[src/verilog/bank_sched_pkg.sv]
/*
  Shared constants and types for the cross-bank command scheduler pair:
  command pin encodings, bank states and timing counts.
  Assumes one 100 MHz clock shared by controller and device ends.
*/
package bank_sched_pkg;

  localparam int NUM_BANKS = 8;
  localparam int BANK_W    = 3;
  localparam int CNT_W     = 6;

  // Timing in ps, rounded up to clocks (clock period 10 ns)
  localparam int CLK_PERIOD_PS = 10000;
  localparam int T_RP_PS       = 15000;
  localparam int T_RCD_PS      = 15000;
  localparam int T_WR_PS       = 15000;
  localparam int T_WTR_PS      = 7500;
  localparam int T_XSNR_CK     = 200;
  localparam int CAS_LAT       = 5;
  localparam int BURST_LEN     = 8;
  localparam int WTR_MIN_CK    = 2;

  localparam int RP_CK   = (T_RP_PS + CLK_PERIOD_PS - 1) / CLK_PERIOD_PS;
  localparam int RCD_CK  = (T_RCD_PS + CLK_PERIOD_PS - 1) / CLK_PERIOD_PS;
  localparam int WR_CK   = (T_WR_PS + CLK_PERIOD_PS - 1) / CLK_PERIOD_PS;
  localparam int WTR_RAW = (T_WTR_PS + CLK_PERIOD_PS - 1) / CLK_PERIOD_PS;
  localparam int WTR_CK  = (WTR_RAW > WTR_MIN_CK) ? WTR_RAW : WTR_MIN_CK;
  localparam int HALF_BL = BURST_LEN / 2;
  localparam int WL_CK   = CAS_LAT - 1;

  // Cross-bank minimum delays after auto precharge commands
  localparam int WRA_TO_RD  = (CAS_LAT - 1) + HALF_BL + WTR_CK;
  localparam int WRA_TO_WR  = HALF_BL;
  localparam int RDA_TO_RD  = HALF_BL;
  localparam int RDA_TO_WR  = HALF_BL + 2;
  localparam int AP_TO_ROW  = 1;
  // Read burst end and write recovery end, measured from the command
  localparam int RD_BURST_CK = HALF_BL;
  localparam int WR_REC_CK   = WL_CK + HALF_BL + WR_CK;

  // Pin pattern {cs_n, ras_n, cas_n, we_n}
  localparam logic [3:0] PAT_NOP  = 4'h7;
  localparam logic [3:0] PAT_ACT  = 4'h3;
  localparam logic [3:0] PAT_RD   = 4'h5;
  localparam logic [3:0] PAT_WR   = 4'h4;
  localparam logic [3:0] PAT_PRE  = 4'h2;
  localparam logic [3:0] PAT_REF  = 4'h1;
  localparam logic [3:0] PAT_LMR  = 4'h0;
  localparam logic [3:0] PAT_DES  = 4'h8;

  typedef enum logic [2:0] {
    CMD_NOP = 3'h0,
    CMD_ACT = 3'h1,
    CMD_RD  = 3'h2,
    CMD_WR  = 3'h3,
    CMD_PRE = 3'h4,
    CMD_REF = 3'h5,
    CMD_LMR = 3'h6
  } cmd_t;

  // Gray along idle -> activating -> active -> read -> write -> precharge
  typedef enum logic [2:0] {
    BK_IDLE  = 3'h0,
    BK_ACTV  = 3'h1,
    BK_ROW   = 3'h3,
    BK_READ  = 3'h2,
    BK_WRITE = 3'h6,
    BK_PRE   = 3'h4
  } bank_state_t;

  // Decode the sampled pins into a command; deselect and nop fold to nop
  function automatic cmd_t decode_cmd(input logic [3:0] pins);
    cmd_t c;
    c = CMD_NOP;
    if (!pins[3])
    begin
      unique case (pins[2:0])
        3'h3:    c = CMD_ACT;
        3'h5:    c = CMD_RD;
        3'h4:    c = CMD_WR;
        3'h2:    c = CMD_PRE;
        3'h1:    c = CMD_REF;
        3'h0:    c = CMD_LMR;
        default: c = CMD_NOP;
      endcase
    end
    return c;
  endfunction

  function automatic logic [CNT_W-1:0] cnt(input int v);
    return CNT_W'(v);
  endfunction

endpackage

[src/verilog/ddr_cmd_if.sv]
/*
  Command pins between the controller end and the device end.
  Assumes both ends share clk; all pins are one-way.
*/
`timescale 1ns/1ps
interface ddr_cmd_if;
  import bank_sched_pkg::*;

  logic              cke;
  logic              cs_n;
  logic              ras_n;
  logic              cas_n;
  logic              we_n;
  logic [BANK_W-1:0] bank;
  logic              auto_pre;

  modport ctrl (
    output cke,
    output cs_n,
    output ras_n,
    output cas_n,
    output we_n,
    output bank,
    output auto_pre
  );

  modport dev (
    input  cke,
    input  cs_n,
    input  ras_n,
    input  cas_n,
    input  we_n,
    input  bank,
    input  auto_pre
  );
endinterface

[src/verilog/bank_tracker.sv]
/*
  One bank's state and countdown, as seen on the command pins.
  Assumes commands are already decoded and legal-checked by the owner.
*/
`timescale 1ns/1ps
module bank_tracker
  import bank_sched_pkg::*;
(
  input  wire logic        clk,
  input  wire logic        reset_n,
  input  wire logic        hit,
  input  cmd_t             cmd,
  input  wire logic        auto_pre,
  output bank_state_t      state,
  output logic             ap_access
);

  typedef struct packed {
    bank_state_t      st;
    logic [CNT_W-1:0] cnt;
    logic             ap;
  } trk_t;

  trk_t s_r;
  trk_t s_nxt;

  always_comb
  begin
    s_nxt = s_r;
    if (s_r.cnt != '0)
      s_nxt.cnt = s_r.cnt - cnt(1);
    // The pins keep the last bank during NOPs, so only a real bank
    // command may take over from the countdown below
    if (hit && cmd inside {CMD_ACT, CMD_RD, CMD_WR, CMD_PRE})
    begin
      unique case (cmd)
        CMD_ACT:
        begin
          s_nxt.st  = BK_ACTV;
          s_nxt.cnt = cnt(RCD_CK);
        end
        CMD_RD:
        begin
          s_nxt.st  = BK_READ;
          s_nxt.ap  = auto_pre;
          s_nxt.cnt = cnt(RD_BURST_CK);
        end
        CMD_WR:
        begin
          s_nxt.st  = BK_WRITE;
          s_nxt.ap  = auto_pre;
          s_nxt.cnt = cnt(WR_REC_CK);
        end
        CMD_PRE:
        begin
          s_nxt.st  = BK_PRE;
          s_nxt.ap  = 1'b0;
          s_nxt.cnt = cnt(RP_CK);
        end
        default: ;
      endcase
    end
    else if (s_r.cnt == cnt(1) || s_r.cnt == '0)
    begin
      unique case (s_r.st)
        BK_ACTV: s_nxt.st = BK_ROW;
        BK_READ, BK_WRITE:
        begin
          // Access period ends; auto precharge starts its precharge period
          if (s_r.ap)
          begin
            s_nxt.st  = BK_PRE;
            s_nxt.ap  = 1'b0;
            s_nxt.cnt = cnt(RP_CK);
          end
          else
            s_nxt.st = BK_ROW;
        end
        BK_PRE:  s_nxt.st = BK_IDLE;
        default: ;
      endcase
    end
  end

  always_ff @(posedge clk)
  begin
    if (!reset_n)
      s_r <= '{st: BK_IDLE, cnt: '0, ap: 1'b0};
    else
      s_r <= s_nxt;
  end

  assign state     = s_r.st;
  assign ap_access = s_r.ap;

endmodule

[src/verilog/sched_ctrl.sv]
/*
  Controller end: issues user commands onto the pins only once cross-bank minimum delays and the bank
  state, which lags the pins by one clock, allow it; otherwise fills the cycle with NOP.
  Assumes the user holds a request until it is accepted.
*/
`timescale 1ns/1ps
module sched_ctrl
  import bank_sched_pkg::*;
(
  input  wire logic              clk,
  input  wire logic              reset_n,
  input  wire logic              req_valid,
  input  cmd_t                   req_cmd,
  input  wire logic [BANK_W-1:0] req_bank,
  input  wire logic              req_auto_pre,
  output logic                   req_ready,
  output logic                   cmd_illegal,
  ddr_cmd_if.ctrl                pins
);

  typedef struct packed {
    logic [3:0]        pat;
    logic [BANK_W-1:0] bank;
    logic              ap;
    logic              ready;
    logic              illegal;
    logic [CNT_W-1:0]  rd_wait;
    logic [CNT_W-1:0]  wr_wait;
    logic [CNT_W-1:0]  row_wait;
    logic [CNT_W-1:0]  xsnr_wait;
  } ctl_t;

  ctl_t        s_r;
  ctl_t        s_nxt;
  bank_state_t st [NUM_BANKS];
  logic        apa [NUM_BANKS];
  logic        all_idle;
  logic        own_ok;
  logic        cross_ok;
  logic        fire;
  cmd_t        pin_cmd;

  // ----------------------------------------
  // Mirror of bank state
  // ----------------------------------------
  assign pin_cmd = decode_cmd(s_r.pat);

  for (genvar b = 0; b < NUM_BANKS; b++)
  begin : g_bank
    bank_tracker u_trk (
      .clk       (clk),
      .reset_n   (reset_n),
      .hit       (s_r.bank == BANK_W'(b)),
      .cmd       (pin_cmd),
      .auto_pre  (s_r.ap),
      .state     (st[b]),
      .ap_access (apa[b])
    );
  end

  always_comb
  begin
    all_idle = 1'b1;
    for (int b = 0; b < NUM_BANKS; b++)
      if (st[b] != BK_IDLE)
        all_idle = 1'b0;
  end

  // ----------------------------------------
  // Legality
  // ----------------------------------------
  always_comb
  begin
    own_ok = 1'b0;
    unique case (req_cmd)
      CMD_ACT:         own_ok = st[req_bank] == BK_IDLE;
      CMD_RD, CMD_WR:  own_ok = st[req_bank] == BK_ROW;
      CMD_PRE:         own_ok = st[req_bank] == BK_ROW ||
                                st[req_bank] == BK_IDLE;
      CMD_REF, CMD_LMR: own_ok = all_idle;
      CMD_NOP:         own_ok = 1'b1;
      default:         own_ok = 1'b0;
    endcase
  end

  // Cross-bank waits also keep read and write data apart on the bus
  always_comb
  begin
    unique case (req_cmd)
      CMD_RD:           cross_ok = s_r.rd_wait == '0;
      CMD_WR:           cross_ok = s_r.wr_wait == '0;
      CMD_ACT, CMD_PRE: cross_ok = s_r.row_wait == '0;
      default:          cross_ok = 1'b1;
    endcase
  end

  assign fire = req_valid && own_ok && cross_ok && s_r.xsnr_wait == '0;

  function automatic logic [CNT_W-1:0] dec(input logic [CNT_W-1:0] v);
    return (v == '0) ? v : v - cnt(1);
  endfunction

  // A wait loaded with d-1 is zero before the edge d clocks on, so the
  // next command may go out at exactly the minimum delay
  function automatic logic [CNT_W-1:0] maxc(input logic [CNT_W-1:0] a,
                                          input int b);
    return (a > cnt(b - 1)) ? a : cnt(b - 1);
  endfunction

  always_comb
  begin
    s_nxt           = s_r;
    s_nxt.rd_wait   = dec(s_r.rd_wait);
    s_nxt.wr_wait   = dec(s_r.wr_wait);
    s_nxt.row_wait  = dec(s_r.row_wait);
    s_nxt.xsnr_wait = dec(s_r.xsnr_wait);
    s_nxt.pat       = PAT_NOP;
    s_nxt.ready     = fire;
    s_nxt.illegal   = req_valid && !own_ok;
    if (fire)
    begin
      s_nxt.bank = req_bank;
      s_nxt.ap   = req_auto_pre;
      unique case (req_cmd)
        CMD_ACT: s_nxt.pat = PAT_ACT;
        CMD_PRE: s_nxt.pat = PAT_PRE;
        CMD_REF: s_nxt.pat = PAT_REF;
        CMD_LMR: s_nxt.pat = PAT_LMR;
        CMD_RD:
        begin
          s_nxt.pat      = PAT_RD;
          s_nxt.rd_wait  = maxc(s_nxt.rd_wait, RDA_TO_RD);
          s_nxt.wr_wait  = maxc(s_nxt.wr_wait, RDA_TO_WR);
          s_nxt.row_wait = maxc(s_nxt.row_wait, AP_TO_ROW);
        end
        CMD_WR:
        begin
          s_nxt.pat      = PAT_WR;
          s_nxt.rd_wait  = maxc(s_nxt.rd_wait, WRA_TO_RD);
          s_nxt.wr_wait  = maxc(s_nxt.wr_wait, WRA_TO_WR);
          s_nxt.row_wait = maxc(s_nxt.row_wait, AP_TO_ROW);
        end
        default: s_nxt.pat = PAT_NOP;
      endcase
    end
  end

  always_ff @(posedge clk)
  begin
    if (!reset_n)
      s_r <= '{pat: PAT_DES, bank: '0, ap: 1'b0, ready: 1'b0,
               illegal: 1'b0, rd_wait: '0, wr_wait: '0, row_wait: '0,
               xsnr_wait: cnt(T_XSNR_CK % 64)};
    else
      s_r <= s_nxt;
  end

  assign pins.cke      = 1'b1;
  assign pins.cs_n     = s_r.pat[3];
  assign pins.ras_n    = s_r.pat[2];
  assign pins.cas_n    = s_r.pat[1];
  assign pins.we_n     = s_r.pat[0];
  assign pins.bank     = s_r.bank;
  assign pins.auto_pre = s_r.ap;
  assign req_ready     = s_r.ready;
  assign cmd_illegal   = s_r.illegal;

endmodule

[src/flat_wrapper.sv]
// flat-port wrapper written by rule: the top's interface ports become plain ports
module sched_ctrl_flat import bank_sched_pkg::*;
  (clk, reset_n, req_valid, req_cmd, req_bank, req_auto_pre, req_ready, cmd_illegal, pins_cke, pins_cs_n, pins_ras_n, pins_cas_n, pins_we_n, pins_bank, pins_auto_pre);
  ddr_cmd_if pins_i ();
  input  wire logic clk;
  input  wire logic reset_n;
  input  wire logic req_valid;
  input  cmd_t req_cmd;
  input  wire logic [BANK_W-1:0] req_bank;
  input  wire logic req_auto_pre;
  output logic req_ready;
  output logic cmd_illegal;
  output wire logic [$bits(pins_i.cke)-1:0] pins_cke;
  output wire logic [$bits(pins_i.cs_n)-1:0] pins_cs_n;
  output wire logic [$bits(pins_i.ras_n)-1:0] pins_ras_n;
  output wire logic [$bits(pins_i.cas_n)-1:0] pins_cas_n;
  output wire logic [$bits(pins_i.we_n)-1:0] pins_we_n;
  output wire logic [$bits(pins_i.bank)-1:0] pins_bank;
  output wire logic [$bits(pins_i.auto_pre)-1:0] pins_auto_pre;
  assign pins_cke = pins_i.cke;
  assign pins_cs_n = pins_i.cs_n;
  assign pins_ras_n = pins_i.ras_n;
  assign pins_cas_n = pins_i.cas_n;
  assign pins_we_n = pins_i.we_n;
  assign pins_bank = pins_i.bank;
  assign pins_auto_pre = pins_i.auto_pre;
  sched_ctrl u_core (.clk(clk), .reset_n(reset_n), .req_valid(req_valid), .req_cmd(req_cmd), .req_bank(req_bank), .req_auto_pre(req_auto_pre), .req_ready(req_ready), .cmd_illegal(cmd_illegal), .pins(pins_i));
endmodule
[config.mk]
export PLATFORM = sky130hd
export DESIGN_NAME = sched_ctrl_flat
export DESIGN_NICKNAME = d
export VERILOG_FILES = /design/src/verilog/bank_sched_pkg.sv /design/src/verilog/ddr_cmd_if.sv /design/src/verilog/bank_tracker.sv /design/src/verilog/sched_ctrl.sv /design/src/flat_wrapper.sv
export SDC_FILE = /design/constraint.sdc
export NUM_CORES = 1
export LEC_CHECK = 0
export ABC_CLOCK_PERIOD_IN_PS = 4680
export BUFFER_PORTS_ARGS = -buffer_cell sky130_fd_sc_hd__buf_2
export CORE_MARGIN = 5
export CORE_UTILIZATION = 65
export DETAILED_ROUTE_END_ITERATION = 12
export PLACE_DENSITY_LB_ADDON = 0.25
export SYNTH_ARGS = -nofsm -noshare
export SYNTH_HDL_FRONTEND = slang
export SYNTH_SLANG_ARGS = --single-unit
export TNS_END_PERCENT = 10
[constraint.sdc]
create_clock -name clk -period 4.68 [get_ports clk]
set_input_delay 1.404 -clock clk [delete_from_list [all_inputs] [get_ports clk]]
set_output_delay 1.404 -clock clk [all_outputs]
set_load 0.01 [all_outputs]
Word level (Yosys, flattened, before mapping)
Index checks and enable logic that the tools add are counted.
{"block": "totals", "register_bits": 114, "in_bits": 10, "out_inout_bits": 11, "word_cells": 330}
{"block": "classes", "addsub": 12, "n_lt_le_gt_ge": 6, "eq_ne": 79, "muxes": 92, "n_bitwise": 1, "n_reduce_logical": 107}
{"operator": "one-hot mux 9 bit (4 select lines)", "count": 8}
{"operator": "2-to-1 mux 10 bit", "count": 16}
{"operator": "2-to-1 mux 7 bit", "count": 16}
{"operator": "2-to-1 mux 6 bit", "count": 16}
{"operator": "equality test 3 bit, second input constant", "count": 26}
{"operator": "logical NOT 6 bit", "count": 12}
{"operator": "one-hot mux 3 bit (3 select lines)", "count": 8}
{"operator": "subtractor 6 x 1 -> 6 bit, second input constant", "count": 12}
{"operator": "equality test 3 x 2 -> 1 bit, second input constant", "count": 17}
{"operator": "equality test 6 x 1 -> 1 bit, second input constant", "count": 8}
{"operator": "AND reduction 3 bit", "count": 16}
{"operator": "nonzero test 6 bit", "count": 8}
{"operator": "equality test 3 x 1 -> 1 bit, second input constant", "count": 12}
{"operator": "one-hot mux 18 bit (2 select lines)", "count": 1}
{"operator": "one-hot mux 3 bit (6 select lines)", "count": 2}
{"operator": "nonzero test 4 bit", "count": 9}
{"operator": "!= test 5 x 1 -> 1 bit, second input constant", "count": 7}
{"operator": "2-to-1 mux 3 bit", "count": 11}
{"operator": "nonzero test 2 bit", "count": 16}
{"operator": "nonzero test 3 bit", "count": 8}
{"operator": "OR reduction 2 bit", "count": 12}
{"operator": "!= test 3 x 2 -> 1 bit, second input constant", "count": 7}
{"operator": "2-to-1 mux 18 bit", "count": 1}
{"operator": "> comparator 6 x 2 -> 1 bit, second input constant", "count": 2}
{"operator": "other kinds (17)", "count": 46}

Logic depth before layout (Yosys ltp)
Gate-level depths: netlist of the first run.
{"block": "depth", "depth_word": 14, "ltp_mapped": 10, "ltp_nobuf": 8}

By module
From an unflattened synthesis of the first run, not the netlist that was laid out.
{"block": "unflattened", "hier_cells": 930, "hier_area_um2": 7868.8}
{"module": "bank_tracker", "instances": 8, "cells_per_inst": 84, "area_per_inst_um2": 709.4, "seq_area_each_um2": 200.2}
{"module": "sched_ctrl", "instances": 1, "cells_per_inst": 258, "area_per_inst_um2": 2193.4, "seq_area_each_um2": 680.7}

Worst setup path after synthesis of the first run
Ideal clock, no wire load.
{"block": "synth_path", "kind": "input -> register", "start": "input req_bank[2]", "end": "register u_core.s_r, in the netlist u_core.pins.bank[1]", "setup_time_ps": 72, "t_arrival_ps": 3323, "slack_ps": 1286, "path_stages": 8, "path_cell_list": "buf_4 mux4_2 mux2_2 a2111oi_2 a311o_2 and3_1 buf_4 mux2i_1"}
{"block": "synth_between", "elab_chain_cells": 10}
{"element": "start: declaration", "line": "flat_wrapper.sv:9", "rtl": "input wire logic [BANK_W-1:0] req_bank;"}
{"element": "inverter 3 -> 4 bit (not written as such) (*)"}
{"element": "binary-select mux 3 bit (select 3 bit) (*)"}
{"element": "2-to-1 mux 3 bit (not written as such) (*) (2 in series)"}
{"element": "equality test 3 x 2 -> 1 bit / logical NOT 3 bit (equally long branches)"}
{"element": "logical OR 1 bit", "line": "sched_ctrl.sv:78", "rtl": "CMD_PRE: own_ok = st[req_bank] == BK_ROW ||"}
{"element": "one-hot mux 1 bit (5 select lines) (*)", "line": "sched_ctrl.sv:75", "rtl": "unique case (req_cmd)"}
{"element": "logical AND 1 bit (*) (3 in series)", "line": "sched_ctrl.sv:97", "rtl": "assign fire = req_valid && own_ok && cross_ok && s_r.xsnr_wait == '0;"}
{"element": "end signal: assignment", "line": "sched_ctrl.sv:151", "rtl": "s_r <= '{pat: PAT_DES, bank: '0, ap: 1'b0, ready: 1'b0,"}
{"element": "end signal: assignment", "line": "sched_ctrl.sv:155", "rtl": "s_r <= s_nxt;"}
{"element": "end: declaration", "line": "sched_ctrl.sv:33", "rtl": "ctl_t s_r;"}
Mark *: on every way between the ends. The rest lies on a longest branch, timed or not. The select of a mux whose other input is x is not followed.
A chain may end at the register's enable or synchronous reset.

Final worst setup path of the first run
{"block": "layout_path", "start": "input req_bank[2]", "end": "register u_core.s_r, in the netlist u_core.pins.auto_pre"}
The elaborated chain is that of the path after synthesis.

==> results.txt, run 1 <==
* VDD IR-drop max: ~0.00038 V
- After the first detailed-routing iteration, the DRC count stood at around 530.
- Clock tree synthesis selected as its root buffer the cell clkbuf_8.
- Internal power comes to about 2.8 mW.
* Cell Rows: 36
* # resized after CTS: 0
* Top-count cell post-synth: nor2_1
- Buffers inserted during clock tree synthesis total 17.
- The initial utilization of the core area, before any placement, comes to approximately two thirds.
* Sequential fraction of design power: 32.5%
- After detailed routing, the number of remaining DRC violations is 0.
- Number of global-route vias before repair: approximately 5.6k
* Number of setup buffers added after CTS: 0
- Cts hold-fix bufs: 0
* Post-DRT Antenna Nets: 0
- The worst register-to-register path has a depth of 8.
* Classification of the worst setup path: in2reg
* Result of the run: complete, no violations
* CP max stage delay: around 530 ps
- No sink is reached through more buffers than the 2 on the longest clock path.
* Total half-perimeter wirelength after legalization and detailed placement: around 11000 microns
- The number of nets handed over by synthesis was about 830.
- The worst hold path terminates at u_core.s_r[10]$_SDFF_PN0_.
- The total overflow left after global routing is 0.
- For this block, the routed nets add up to roughly 15000 microns of wire.
* Horizontal die dimension: 109 microns
- Post-DP Area: around 0.0065 sq mm
- H-tree levels: 4
- For the pin with the worst max-slew slack, the measured transition is roughly 1100 ps.
- The final critical path takes up between 60 and 70% of the cycle.
- CP Capture Type: register
* Hold wc startpoint: u_core.s_r[11]$_SDFF_PN0_
- Counting I/O delays and the setup requirement, the final critical path takes ~3300 ps.
- The clock network burns approximately 25% of the power.
* Sequential-to-total area share from yosys stat: a little over a third
- During synthesis, Yosys emitted a total of 0 warnings.
- Entering global routing, the biggest net connects between 50 and 60 pins.
* Via count normalized by instance count: 6.18
- EDFF count, synth: 0
* Total global routing track utilization: 27.6%
- Switching power as a share of total power: between 30 and 40%
* Number of unique standard cell types used by synthesis: 58
* Setup slack on the worst flop-to-flop path: roughly 1800 ps
- The number of antenna violations at the first check in global routing is 0.
- The design draws 4.59 mW.
* Gate count after technology mapping: 796
- The synthesized netlist occupies a cell area of 0.00632 sq mm.
- Chip height: ~110 microns
* Yosys top cell by area: dfxtp_1
- The first global-routing pass estimated about 26000 microns of wire.
- Top cell family by delay on the critical path: multiplexers
* Number of vias after detailed routing: just under 6k
* Clock edge transition at the registers on the reported setup and hold paths: approximately 60 ps
* Final Wtd Congestion: approximately 0.9
* Routed wire length per instance: between 15 and 20 microns
- Clock tree from TritonCTS: done
- Counting flops and latches in the post-synthesis netlist gives 114.
- Counting both buffers and inverters, the worst setup path holds a total of 1.
- Logic gate share of total power: between 40 and 50%
* Die area: roughly 0.012 sq mm
- R2r endpoint: u_core.pins.auto_pre$_SDFFE_PN0P_
* Ys async rst share: 0%
- Setup repair after global routing left no endpoint under its margin.
- Post-synth top area share: a little over a third
* Startpoint types: primary input
* Areal power density over the cells: around 660 mW/mm^2
* Library cell contributing the largest single delay on the critical path: mux4_2
* FF-to-FF Start: u_core.s_r[0]$_SDFFE_PN0P_
* Final max-slew violation count: 0
* Fin Hold WS: around 480 ps
- Final standard cell area without fillers: approximately 0.007 sq mm
- Layout Area Growth over Synthesis: 10.7%
- After synthesis, the mean cell area works out to 7.95 sq um.
- Primary flip-flop cell chosen by synthesis mapping: dfxtp_1
- For this design the total switching power over the nets is around 1.8 mW.
* TritonCTS sink count: about 110
* Port Buffer Count: 19
- Number of top-level design ports: 21
* Leak pwr: approximately 2.7 nW
- Measured against its own limit, the worst slew margin works out to 29.2%.
* Fraction of layout instances using a drive strength above 1: under 10%
- Sequence of cells on the critical path: buf_2, mux4_2, mux2_2, a2111oi_2, a311o_2, and3_1, mux2i_1
- Number of stages on the worst hold path: 2
- Number of max-cap violations: 0
* Final hold violation count: 0
- After the last flow step, the layout net total stands at roughly 840.
- By count the netlist is led by 120 x nor2_1, 114 x dfxtp_1, 79 x nand2_1, 45 x a21oi_1, 40 x o21ai_0.
- Placeable core region: between 0.009 and 0.01 sq mm
- The first detailed-routing pass took 7 iterations.
* Total negative slack for setup checks: 0 ps
- Across the routed clock network, the largest skew measured is between 9 and 10 ps.
- Arrival time worst endpoint: 3720 ps
* WP data required: 5140 ps
- Achievable clock frequency: 306 MHz
* Highest fanout seen on the critical path: 9
* Path type of the worst min-delay path: reg2reg
- Top cells by area in the synthesized netlist: dfxtp_1 36%, nor2_1 7.1%, nand2_1 4.7%
- Skew-Pair Late Insertion Delay: about 530 ps
* Final setup viols: 0
worst max path at each step:
stage,depth (start not counted),slack (ps),start,to
after CTS,7,1450,req_bank[2],u_core.pins.auto_pre$_SDFFE_PN0P_
final,7,1410,req_bank[2],u_core.pins.auto_pre$_SDFFE_PN0P_
after floorplan,8,1290,req_bank[2],u_core.pins.bank[1]$_SDFFE_PN0P_
after global routing,7,1240,req_bank[2],u_core.pins.auto_pre$_SDFFE_PN0P_
after detailed placement,7,900,req_bank[2],u_core.pins.auto_pre$_SDFFE_PN0P_
after global placement,7,970,req_bank[2],u_core.pins.bank[0]$_SDFFE_PN0P_
final cells by class:
class	instances	area (sq um)
Antenna cell	1	2.50
Clock buffer	22	453
Clock inverter	10	85.1
Fill cell	757	2640
Inverter	35	131
Multi-Input combinational cell	615	3770
Sequential cell	114	2280
Tap cell	133	166
Timing Repair Buffer	21	110
placed cells by master, fill, tap and decap left out, drive strengths merged, types with 5 or more instances in the layout:
master,instances
a211oi,6
a21oi,45
a221oi,6
a22oi,7
a31oi,19
a32oi,5
and2,8
and3,7
buf,21
clkbuf,22
clkinv,6
dfxtp,114
ha,22
inv,34
mux2i,12
mux4,6
nand2,79
nand2b,16
nand3,20
nand4,5
nand4b,6
nor2,120
nor2b,10
nor3,34
nor3b,11
nor4,10
o211ai,6
o21a,7
o21ai,40
or2,6
or3,12
xnor2,29
xor2,15
state kept, by name (all words and copies together) (netlist names):
register and count:
u_core.pins.cas_n 1, u_core.pins.we_n 1, u_core.g_bank.u_trk.ap_access 8, u_core.g_bank.u_trk.state 24, u_core.cmd_illegal 1, u_core.pins.cs_n 1, u_core.pins.ras_n 1, u_core.req_ready 1
u_core.s_r 24, u_core.pins.bank 3, u_core.g_bank.u_trk.s_r 48, u_core.pins.auto_pre 1
metrics by stage:
stage               worst slack, ps  cells  utilization (%)
floorplan                      1290    796                -
detailed placement              900    918             67.0
CTS                            1450    950             72.6
global placement                974    918             67.0
finish                         1410    951             72.6
global route                   1240    950             72.6
routing by layer:
layer / global-route usage (%) / share of wire, % / routed length [microns]
met1: 33.8 / 43 / 6580
met2: 46.3 / 48 / 7420
met3: 7.10 / 6.5 / 1000
met4: 11.6 / 2.8 / 433
met5: 0 / 0 / 0
kinds of logic (layout without fill, tap and decap cells):
family                   count (synthesis)  in the layout  synth area share, %
adder cells (fa/ha/maj)                 22             22                 4.35
AO/OA/AOI/OAI                          166            166                 16.6
buffers and inverters                   67             88                 4.33
XOR/XNOR                                44             44                 6.09
other                                    1              2               0.0593
AND/OR/NAND/NOR                        360            360                 27.7
multiplexers                            22             22                 4.75
flip-flops                             114            114                 36.1
worst min-delay path, cell delays in order (launching register included):
cell and delay, ps:
dfxtp_1 320, nand2_1 60, a21oi_1 50
power groups by stage:
stage                     registers (mW)  clock network [mW]  logic, mW
after detailed placement            1.50                   0       1.90
after global placement              1.48                   0       1.80
after global routing                1.53                1.23       2.20
after CTS                           1.48                1.17       1.93
after floorplan                     1.43                   0       1.60
final                               1.49                1.16       1.94
(Power assumes the default switching activity.)
==> run 2: changes to the inputs <==
--- a/config.mk
+++ b/config.mk
@@ -5,10 +5,10 @@
 export SDC_FILE = /design/constraint.sdc
 export NUM_CORES = 1
 export LEC_CHECK = 0
-export ABC_CLOCK_PERIOD_IN_PS = 4680
+export ABC_CLOCK_PERIOD_IN_PS = 3020
 export BUFFER_PORTS_ARGS = -buffer_cell sky130_fd_sc_hd__buf_2
 export CORE_MARGIN = 5
-export CORE_UTILIZATION = 65
+export CORE_UTILIZATION = 62
 export DETAILED_ROUTE_END_ITERATION = 12
 export PLACE_DENSITY_LB_ADDON = 0.25
 export SYNTH_ARGS = -nofsm -noshare
==> constraint.sdc (replaced) <==
create_clock -name clk -period 3.02 [get_ports clk]
set_input_delay 0.906 -clock clk [delete_from_list [all_inputs] [get_ports clk]]
set_output_delay 0.906 -clock clk [all_outputs]
set_load 0.01 [all_outputs]
==> results.txt, run 2 (synthesis results as in run 1) <==
- Met2 global-route usage: a little over two fifths
- Final max-slew violation count: 0
- The flow ran to the end, and the final reports show no timing, DRC or antenna violations.
* Capture endpoint of the worst hold path: u_core.g_bank[4].u_trk.s_r[5]$_SDFF_PN0_
- Cell Rows: 36
- Slew at the pin closest to its max-slew limit: between 800 and 900 ps
* Maximum number of pins on one net before global-route repair: just over 50
- Worst-case reg-to-reg path depth: 8
- For the worst-skew pair, the clock arrives at the later sink with an insertion delay of 520 ps.
* Fin util: 71.8%
* Final setup viols: 0
- Final standard cell area without fillers: 0.00708 sq mm
- Leaving out fill and tap cells, the most frequent cell in the layout is nor2_1.
- The first global-routing pass estimated approximately 27000 microns of wire.
- Final hold violation count: 0
- For this design, the sink count on the clock tree is around 110.
* Non-filler instance count after layout: 956
- Path type of the worst min-delay path: reg2reg
* Port Buffer Count: 19
- Global routing used 26.5% of the available tracks.
* Cts hold-fix bufs: 0
- Effective utilization at floorplan: approximately 64%
- Number of stages on the worst hold path: 2
- Clock tree from TritonCTS: done
- Number of vias after detailed routing: around 6.0k
- Total power consumption of the routed design: about 7.3 mW
- At the placement stage, the worst setup path has a slack of -67.6 ps.
- Achievable clock frequency: 383 MHz
- The core region is 0.00986 sq mm.
* Number of global-route vias before repair: around 5.8k
- Total length of routed wires: 15800 microns
* Number of setup buffers added after CTS: 0
* Highest fanout seen on the critical path: 9
* Worst slew margin relative to its limit: approximately 44%
- Final period util: between 80% and 90%
- After clock tree synthesis, the clock-pin slew on the worst setup and hold paths is ~50 ps.
- Final routed DRC violation total: 0
- CP Capture Type: register
- Via count normalized by instance count: a little over 6
* Worst clock skew: around 5.7 ps
- The die is between 100 and 150 microns wide.
* Placed insts: approximately 930
* Die area: around 0.012 sq mm
* Final worst slack: slightly above 400 ps
* WP data required: between 3000 and 4000 ps
- The worst setup path is launched from a primary input.
- Total half-perimeter wirelength after legalization and detailed placement: between 10000 and 15000 microns
- For this run, global-route usage on met1 was measured as 33.3%.
* Chip height: 111 microns
- The number of antenna violations at the first check in global routing is 1.
- Initial detailed-routing violation count: between 600 and 700
- Post-DRT Antenna Nets: 0
- FF-to-FF Start: u_core.s_r[6]$_SDFF_PN0_
- Routed wire length per instance: between 15 and 20 microns
* Arrival time worst endpoint: roughly 3100 ps
- Most frequent cells in the layout: 120 x nor2_1, 114 x dfxtp_1, 79 x nand2_1, 45 x a21oi_1, 40 x o21ai_0
* Post-DP Area: 0.00651 sq mm
- Classification of the worst setup path: in2reg
- Dividing total power by cell area gives a power density of 1030 mW/mm^2.
- Count of nets after finishing: ~840
- Setup repair after global routing missed its margin: false
* Final Wtd Congestion: about 0.94
- The first detailed-routing pass took 6 iterations.
- Register with the highest flop count: u_core.g_bank.u_trk.s_r
- In this run the most critical hold path is launched from u_core.g_bank[4].u_trk.s_r[5]$_SDFF_PN0_.
* Layout Area Growth over Synthesis: 12.0%
- For this run, global-route usage on met3 was measured as about 6%.
- Fraction of layout instances using a drive strength above 1: 10.1%
* Clock root cell: clkbuf_8
* Remaining global-route overflow: 0
- Once the clock tree was built, the resizer swapped 0 gates to a different size.
- The worst register-to-register path has a setup slack of 590 ps.
- Max Buffers Root-to-Sink: 2
- Across the run, the number of max-cap violations was 0.
- R2r endpoint: u_core.pins.bank[0]$_SDFFE_PN0P_
- In this run the static leakage power is 2.80 nW.
- Clock buffers created by TritonCTS: 17
- The global routing stage identified its most utilized layer as met2.
* H-tree levels: 4
- Number of top-level design ports: 21
* Flip-flop count of the largest register, all copies and words added: between 40 and 50
- VDD sags by at most roughly 0.0006 V.
* Post-layout minimum cycle time: 2610 ps
==> run 2: changes by cell type in the layout (fill, tap and decap cells not counted), sizes merged <==
cell      change
buf           +7
clkinvlp      -4
clkbuf        +3
clkinv        -2
bufinv        +1
==> run 2: how the worst max path moves through the flow <==
| stage | startpoint | end | slack, ps | depth (start not counted) |
|---|---|---|---|---|
| 2_1_floorplan | req_bank[2] | u_core.pins.bank[1]$_SDFFE_PN0P_ | 120 | 8 |
| 3_3_place_gp | req_bank[2] | u_core.pins.auto_pre$_SDFFE_PN0P_ | 50 | 8 |
| 3_5_place_dp | req_bank[2] | u_core.pins.bank[0]$_SDFFE_PN0P_ | -70 | 8 |
| 4_1_cts | req_bank[2] | u_core.pins.bank[0]$_SDFFE_PN0P_ | 420 | 8 |
| 5_1_grt | req_bank[2] | u_core.pins.bank[0]$_SDFFE_PN0P_ | 290 | 8 |
| 6_report | req_bank[2] | u_core.pins.bank[0]$_SDFFE_PN0P_ | 410 | 8 |
==> run 2: cell type report <==
| type | instances | area (sq um) |
|---|---|---|
| Clock buffer | 25 | 494 |
| Timing Repair Buffer | 28 | 163 |
| Tap cell | 133 | 166 |
| Antenna cell | 1 | 2.50 |
| Sequential cell | 114 | 2280 |
| Fill cell | 746 | 2780 |
| Clock inverter | 5 | 75.1 |
| Inverter | 35 | 131 |
| Multi-Input combinational cell | 615 | 3770 |
==> run 2: power by group <==
| group | internal (mW) | switching [mW] |
|---|---|---|
| Combinational | 1.34 | 1.74 |
| Sequential | 1.90 | 0.409 |
| Clock | 1.27 | 0.657 |
==> run 2: routing by layer <==
metal	routed length, microns	vias up
met4	426	0
li1	-	2861
met1	6710	2793
met5	0	-
met3	1260	52
met2	7420	248
==> run 2: stage by stage <==
stage	hold slack (ps)	TNS [ps]
final	481	0
after global routing	524	0
after CTS	484	0
after detailed placement	477	-285
after global placement	460	0
after floorplan	451	0
==> run 2: worst max-delay path: stages <==
cell and delay [ps]:
buf_2 220, mux4_2 530, mux2_2 300, a2111oi_2 350
a311o_2 200, and3_1 170, buf_4 180, mux2i_1 200
==> run 3: changes to the inputs <==
--- a/config.mk
+++ b/config.mk
@@ -5,10 +5,11 @@
 export SDC_FILE = /design/constraint.sdc
 export NUM_CORES = 1
 export LEC_CHECK = 0
+export ABC_AREA = 1
 export ABC_CLOCK_PERIOD_IN_PS = 3020
 export BUFFER_PORTS_ARGS = -buffer_cell sky130_fd_sc_hd__buf_2
 export CORE_MARGIN = 5
-export CORE_UTILIZATION = 62
+export CORE_UTILIZATION = 63
 export DETAILED_ROUTE_END_ITERATION = 12
 export PLACE_DENSITY_LB_ADDON = 0.25
 export SYNTH_ARGS = -nofsm -noshare
==> results.txt, run 3 <==
- Result of the run: complete, no violations
- Die area: 0.0127 sq mm
- In this run the cell area of the synthesized design comes to roughly 0.0066 sq mm.
- Total length of routed wires: ~16000 microns
- Number of global-route vias before repair: between 6k and 7k
- In the routed design, unresolved DRC markers number 0.
- Clock edge transition at the registers on the reported setup and hold paths: ~60 ps
* Number of vias after detailed routing: between 6k and 7k
- The region available for standard cell placement spans 0.0103 sq mm.
- Along the worst hold path, the cell count comes to 1.
* Clock root cell: clkbuf_8
- Primary flip-flop cell chosen by synthesis mapping: dfxtp_1
* Highest fanout seen on the critical path: 11
* R2r endpoint: u_core.g_bank[0].u_trk.state[1]$_SDFFE_PN0P_
- Worst-case reg-to-reg path depth: 9
- Capture endpoint of the worst hold path: u_core.s_r[0]$_SDFFE_PN0P_
- After synthesis, the cell types taking the most area are dfxtp_1 34%, nand2_1 11%, inv_1 8.3%.
- Dividing the detail-routed wire length by the instance count gives roughly 14 microns.
* Global-route wire length before repair: around 28000 microns
- The commonest cells after synthesis are 195 x nand2_1, 146 x inv_1, 135 x nor2_1, 114 x dfxtp_1, 73 x o21ai_0.
* Number of register bits inferred by synthesis: 114
- Post-layout minimum cycle time: 2170 ps
- The clock arrives with roughly 8 ps of skew.
- Horizontal die dimension: 113 microns
* Maximum number of pins on one net before global-route repair: between 40 and 50
- Effective utilization at floorplan: 64.3%
- Synth warnings: 0
- After global routing the overflow that remains totals 0.
- The completed layout was analyzed and its total power is 7.61 mW.
- Areal power density over the cells: around 1000 mW/mm^2
- Setup total negative slack on the finished layout was measured at 0 ps.
- After synthesis, the share of flip-flops with an asynchronous set or reset is 0%.
- Port Buffer Count: 19
* Length of the first detailed-routing pass in iterations: 5
- Commonest non-fill, non-tap cell in the layout: nand2_1
- The clock passes through at most 2 buffers.
- For this design, the CTS-stage hold fixing added 0 buffers.
* Gate count after technology mapping: between 900 and 1k
- Antenna cells: 0
- Avg Cell Area, Syn: between 6 and 7 sq um
* TritonCTS sink count: approximately 110
* Chip height: around 110 microns
* Path type of the worst min-delay path: reg2reg
* Classification of the worst setup path: reg2reg
* Total half-perimeter wirelength after legalization and detailed placement: around 11000 microns
* Final worst slack: about 850 ps
- Setup repair after global routing missed its margin: false
* Setup slack on the worst flop-to-flop path: between 800 and 900 ps
- Number of setup buffers added after CTS: 0
- Final Wtd Congestion: between 1 and 1.5
* Top-count cell post-synth: nand2_1
* Skew-Pair Late Insertion Delay: about 540 ps
* Post-DRT Antenna Nets: 0
- Most frequent cells in the layout: 195 x nand2_1, 146 x inv_1, 135 x nor2_1, 114 x dfxtp_1, 73 x o21ai_0
- VDD sags by at most 0.000666 V.
- Leak pwr: around 3.5 nW
* Number of top-level design ports: 21
- Final period util: 71.8%
- Of the post-synthesis cell area, the dominant cell type holds 34.4%.
* Count of nets after finishing: about 1.1k
- Top cell family by delay on the critical path: compound AO/OA/AOI/OAI gates
- Pre-CTS worst setup slack: 551 ps
- Achievable clock frequency: 461 MHz
- Fraction of layout instances using a drive strength above 1: under 10%
- CP max stage delay: 400 ps
- Counting both buffers and inverters, the worst setup path holds a total of 1.
- The number of antenna violations at the first check in global routing came to 0.
- Headroom to the max-slew limit came out at ~60%.
- # resized after CTS: 0
- Global routing consumed, over all layers together, a little over a quarter of the routing resources.
- The signal on the critical path passes through nand3b_1, nand2_1, inv_2, nor2_4, nand2_1, o21ai_0, o31ai_2, o21ai_0, a21oi_1.
* Hold wc startpoint: u_core.s_r[0]$_SDFFE_PN0P_
* Register with the highest flop count: u_core.g_bank.u_trk.s_r
- Number of max-cap violations: 0
* Arrival time worst endpoint: approximately 2600 ps
- Counting every net in the synthesized netlist gives slightly above 1k.
- Number of logic stages on the critical path including buffering: 9
- The hold violation count in the final report was 0.
- Clock tree from TritonCTS: done
- Synthesis instantiated 50 different standard cells from the library.
* Startpoint types: register
- Flip-flop count of the largest register, all copies and words added: 48
- Clock buffers created by TritonCTS: 17
- FF-to-FF Start: u_core.pins.cas_n$_SDFF_PN0_
- WP data required: 3490 ps
* EDFF count, synth: 0
- Sequential cells were found to cover between 30% and 40% of the synthesized design area.
* Initial detailed-routing violation count: 492
* Yosys top cell by area: dfxtp_1
- Fin Hold WS: 462 ps
- STA classifies the critical path endpoint as a register.
* Slew at the pin closest to its max-slew limit: 603 ps
- The H-tree was split into 4 levels.
* Via count normalized by instance count: between 5 and 6
- The final number of max-transition violations was 0.
- Among all stages on the critical path, the largest delay is contributed by o31ai_2.
- Final setup viols: 0
- Cell Rows: 37
* Layout Area Growth over Synthesis: 12.9%
run 3: changes by cell type after synthesis, sizes merged, moves of 22 or more:
cell	before	now
nand2	79	199
inv	34	151
nand3	20	59
o21ai	40	79
nor2	120	142
run 3: where the power goes:
group          internal (mW)  leakage, nW  total, mW  switching [mW]
logic                   1.27         2.28       3.20            1.93
clock network           1.46        0.311       2.15           0.691
registers               1.94        0.936       2.26           0.326
total                   4.66         3.53       7.61            2.95
run 3: metrics by stage:
step | instances | cell area [sq um] | util [%]
after global placement | 1137 | 6860 | 66.5
after global routing | 1169 | 7500 | 72.6
final | 1169 | 7500 | 72.6
after detailed placement | 1137 | 6860 | 66.5
after floorplan | 995 | 6640 | -
after CTS | 1169 | 7500 | 72.6
run 3: logic make-up (layout without fill, tap and decap cells):
kind of cell / Yosys count / count (layout) / synth area share (%)
and+or+nand+nor: 471 / 471 / 31.0
AOI/OAI and AO/OA: 177 / 177 / 15.2
buffers and inverters: 173 / 211 / 10.3
adders and majority gates: 22 / 22 / 4.15
muxes: 1 / 1 / 0.151
other: 1 / 1 / 0.0565
DFF: 114 / 114 / 34.4
xor gates and xnor gates: 36 / 36 / 4.75
run 3: worst max-delay path by stage:
stage	startpoint	slack, ps	to
detailed placement	req_bank[0]	550	u_core.pins.we_n$_SDFF_PN0_
floorplan	req_cmd[0]	860	u_core.pins.we_n$_SDFF_PN0_
CTS	u_core.pins.bank[2]$_SDFFE_PN0P_	850	pins_bank[2]
global placement	req_bank[0]	580	u_core.pins.we_n$_SDFF_PN0_
finish	u_core.pins.cas_n$_SDFF_PN0_	850	u_core.g_bank[0].u_trk.state[1]$_SDFFE_PN0P_
global route	u_core.pins.cas_n$_SDFF_PN0_	680	u_core.g_bank[0].u_trk.state[1]$_SDFFE_PN0P_
run 3: final cells by class:
type | count | area [sq um]
Clock inverter | 11 | 183
Multi-Input combinational cell | 708 | 3670
Sequential cell | 114 | 2280
Clock buffer | 21 | 449
Timing Repair Buffer | 27 | 168
Tap cell | 136 | 170
Fill cell | 860 | 2830
Inverter | 152 | 573
run 3: routing by layer:
| layer | track usage (%) | part of all wire, % | vias to the layer above |
|---|---|---|---|
| met2 | 41.9 | 45 | 207 |
| met1 | 33.1 | 45 | 2875 |
| met3 | 7.76 | 6.1 | 53 |
| met5 | 0 | 0 | - |
| li1 | - | - | 3310 |
| met4 | 13.5 | 3.9 | 0 |
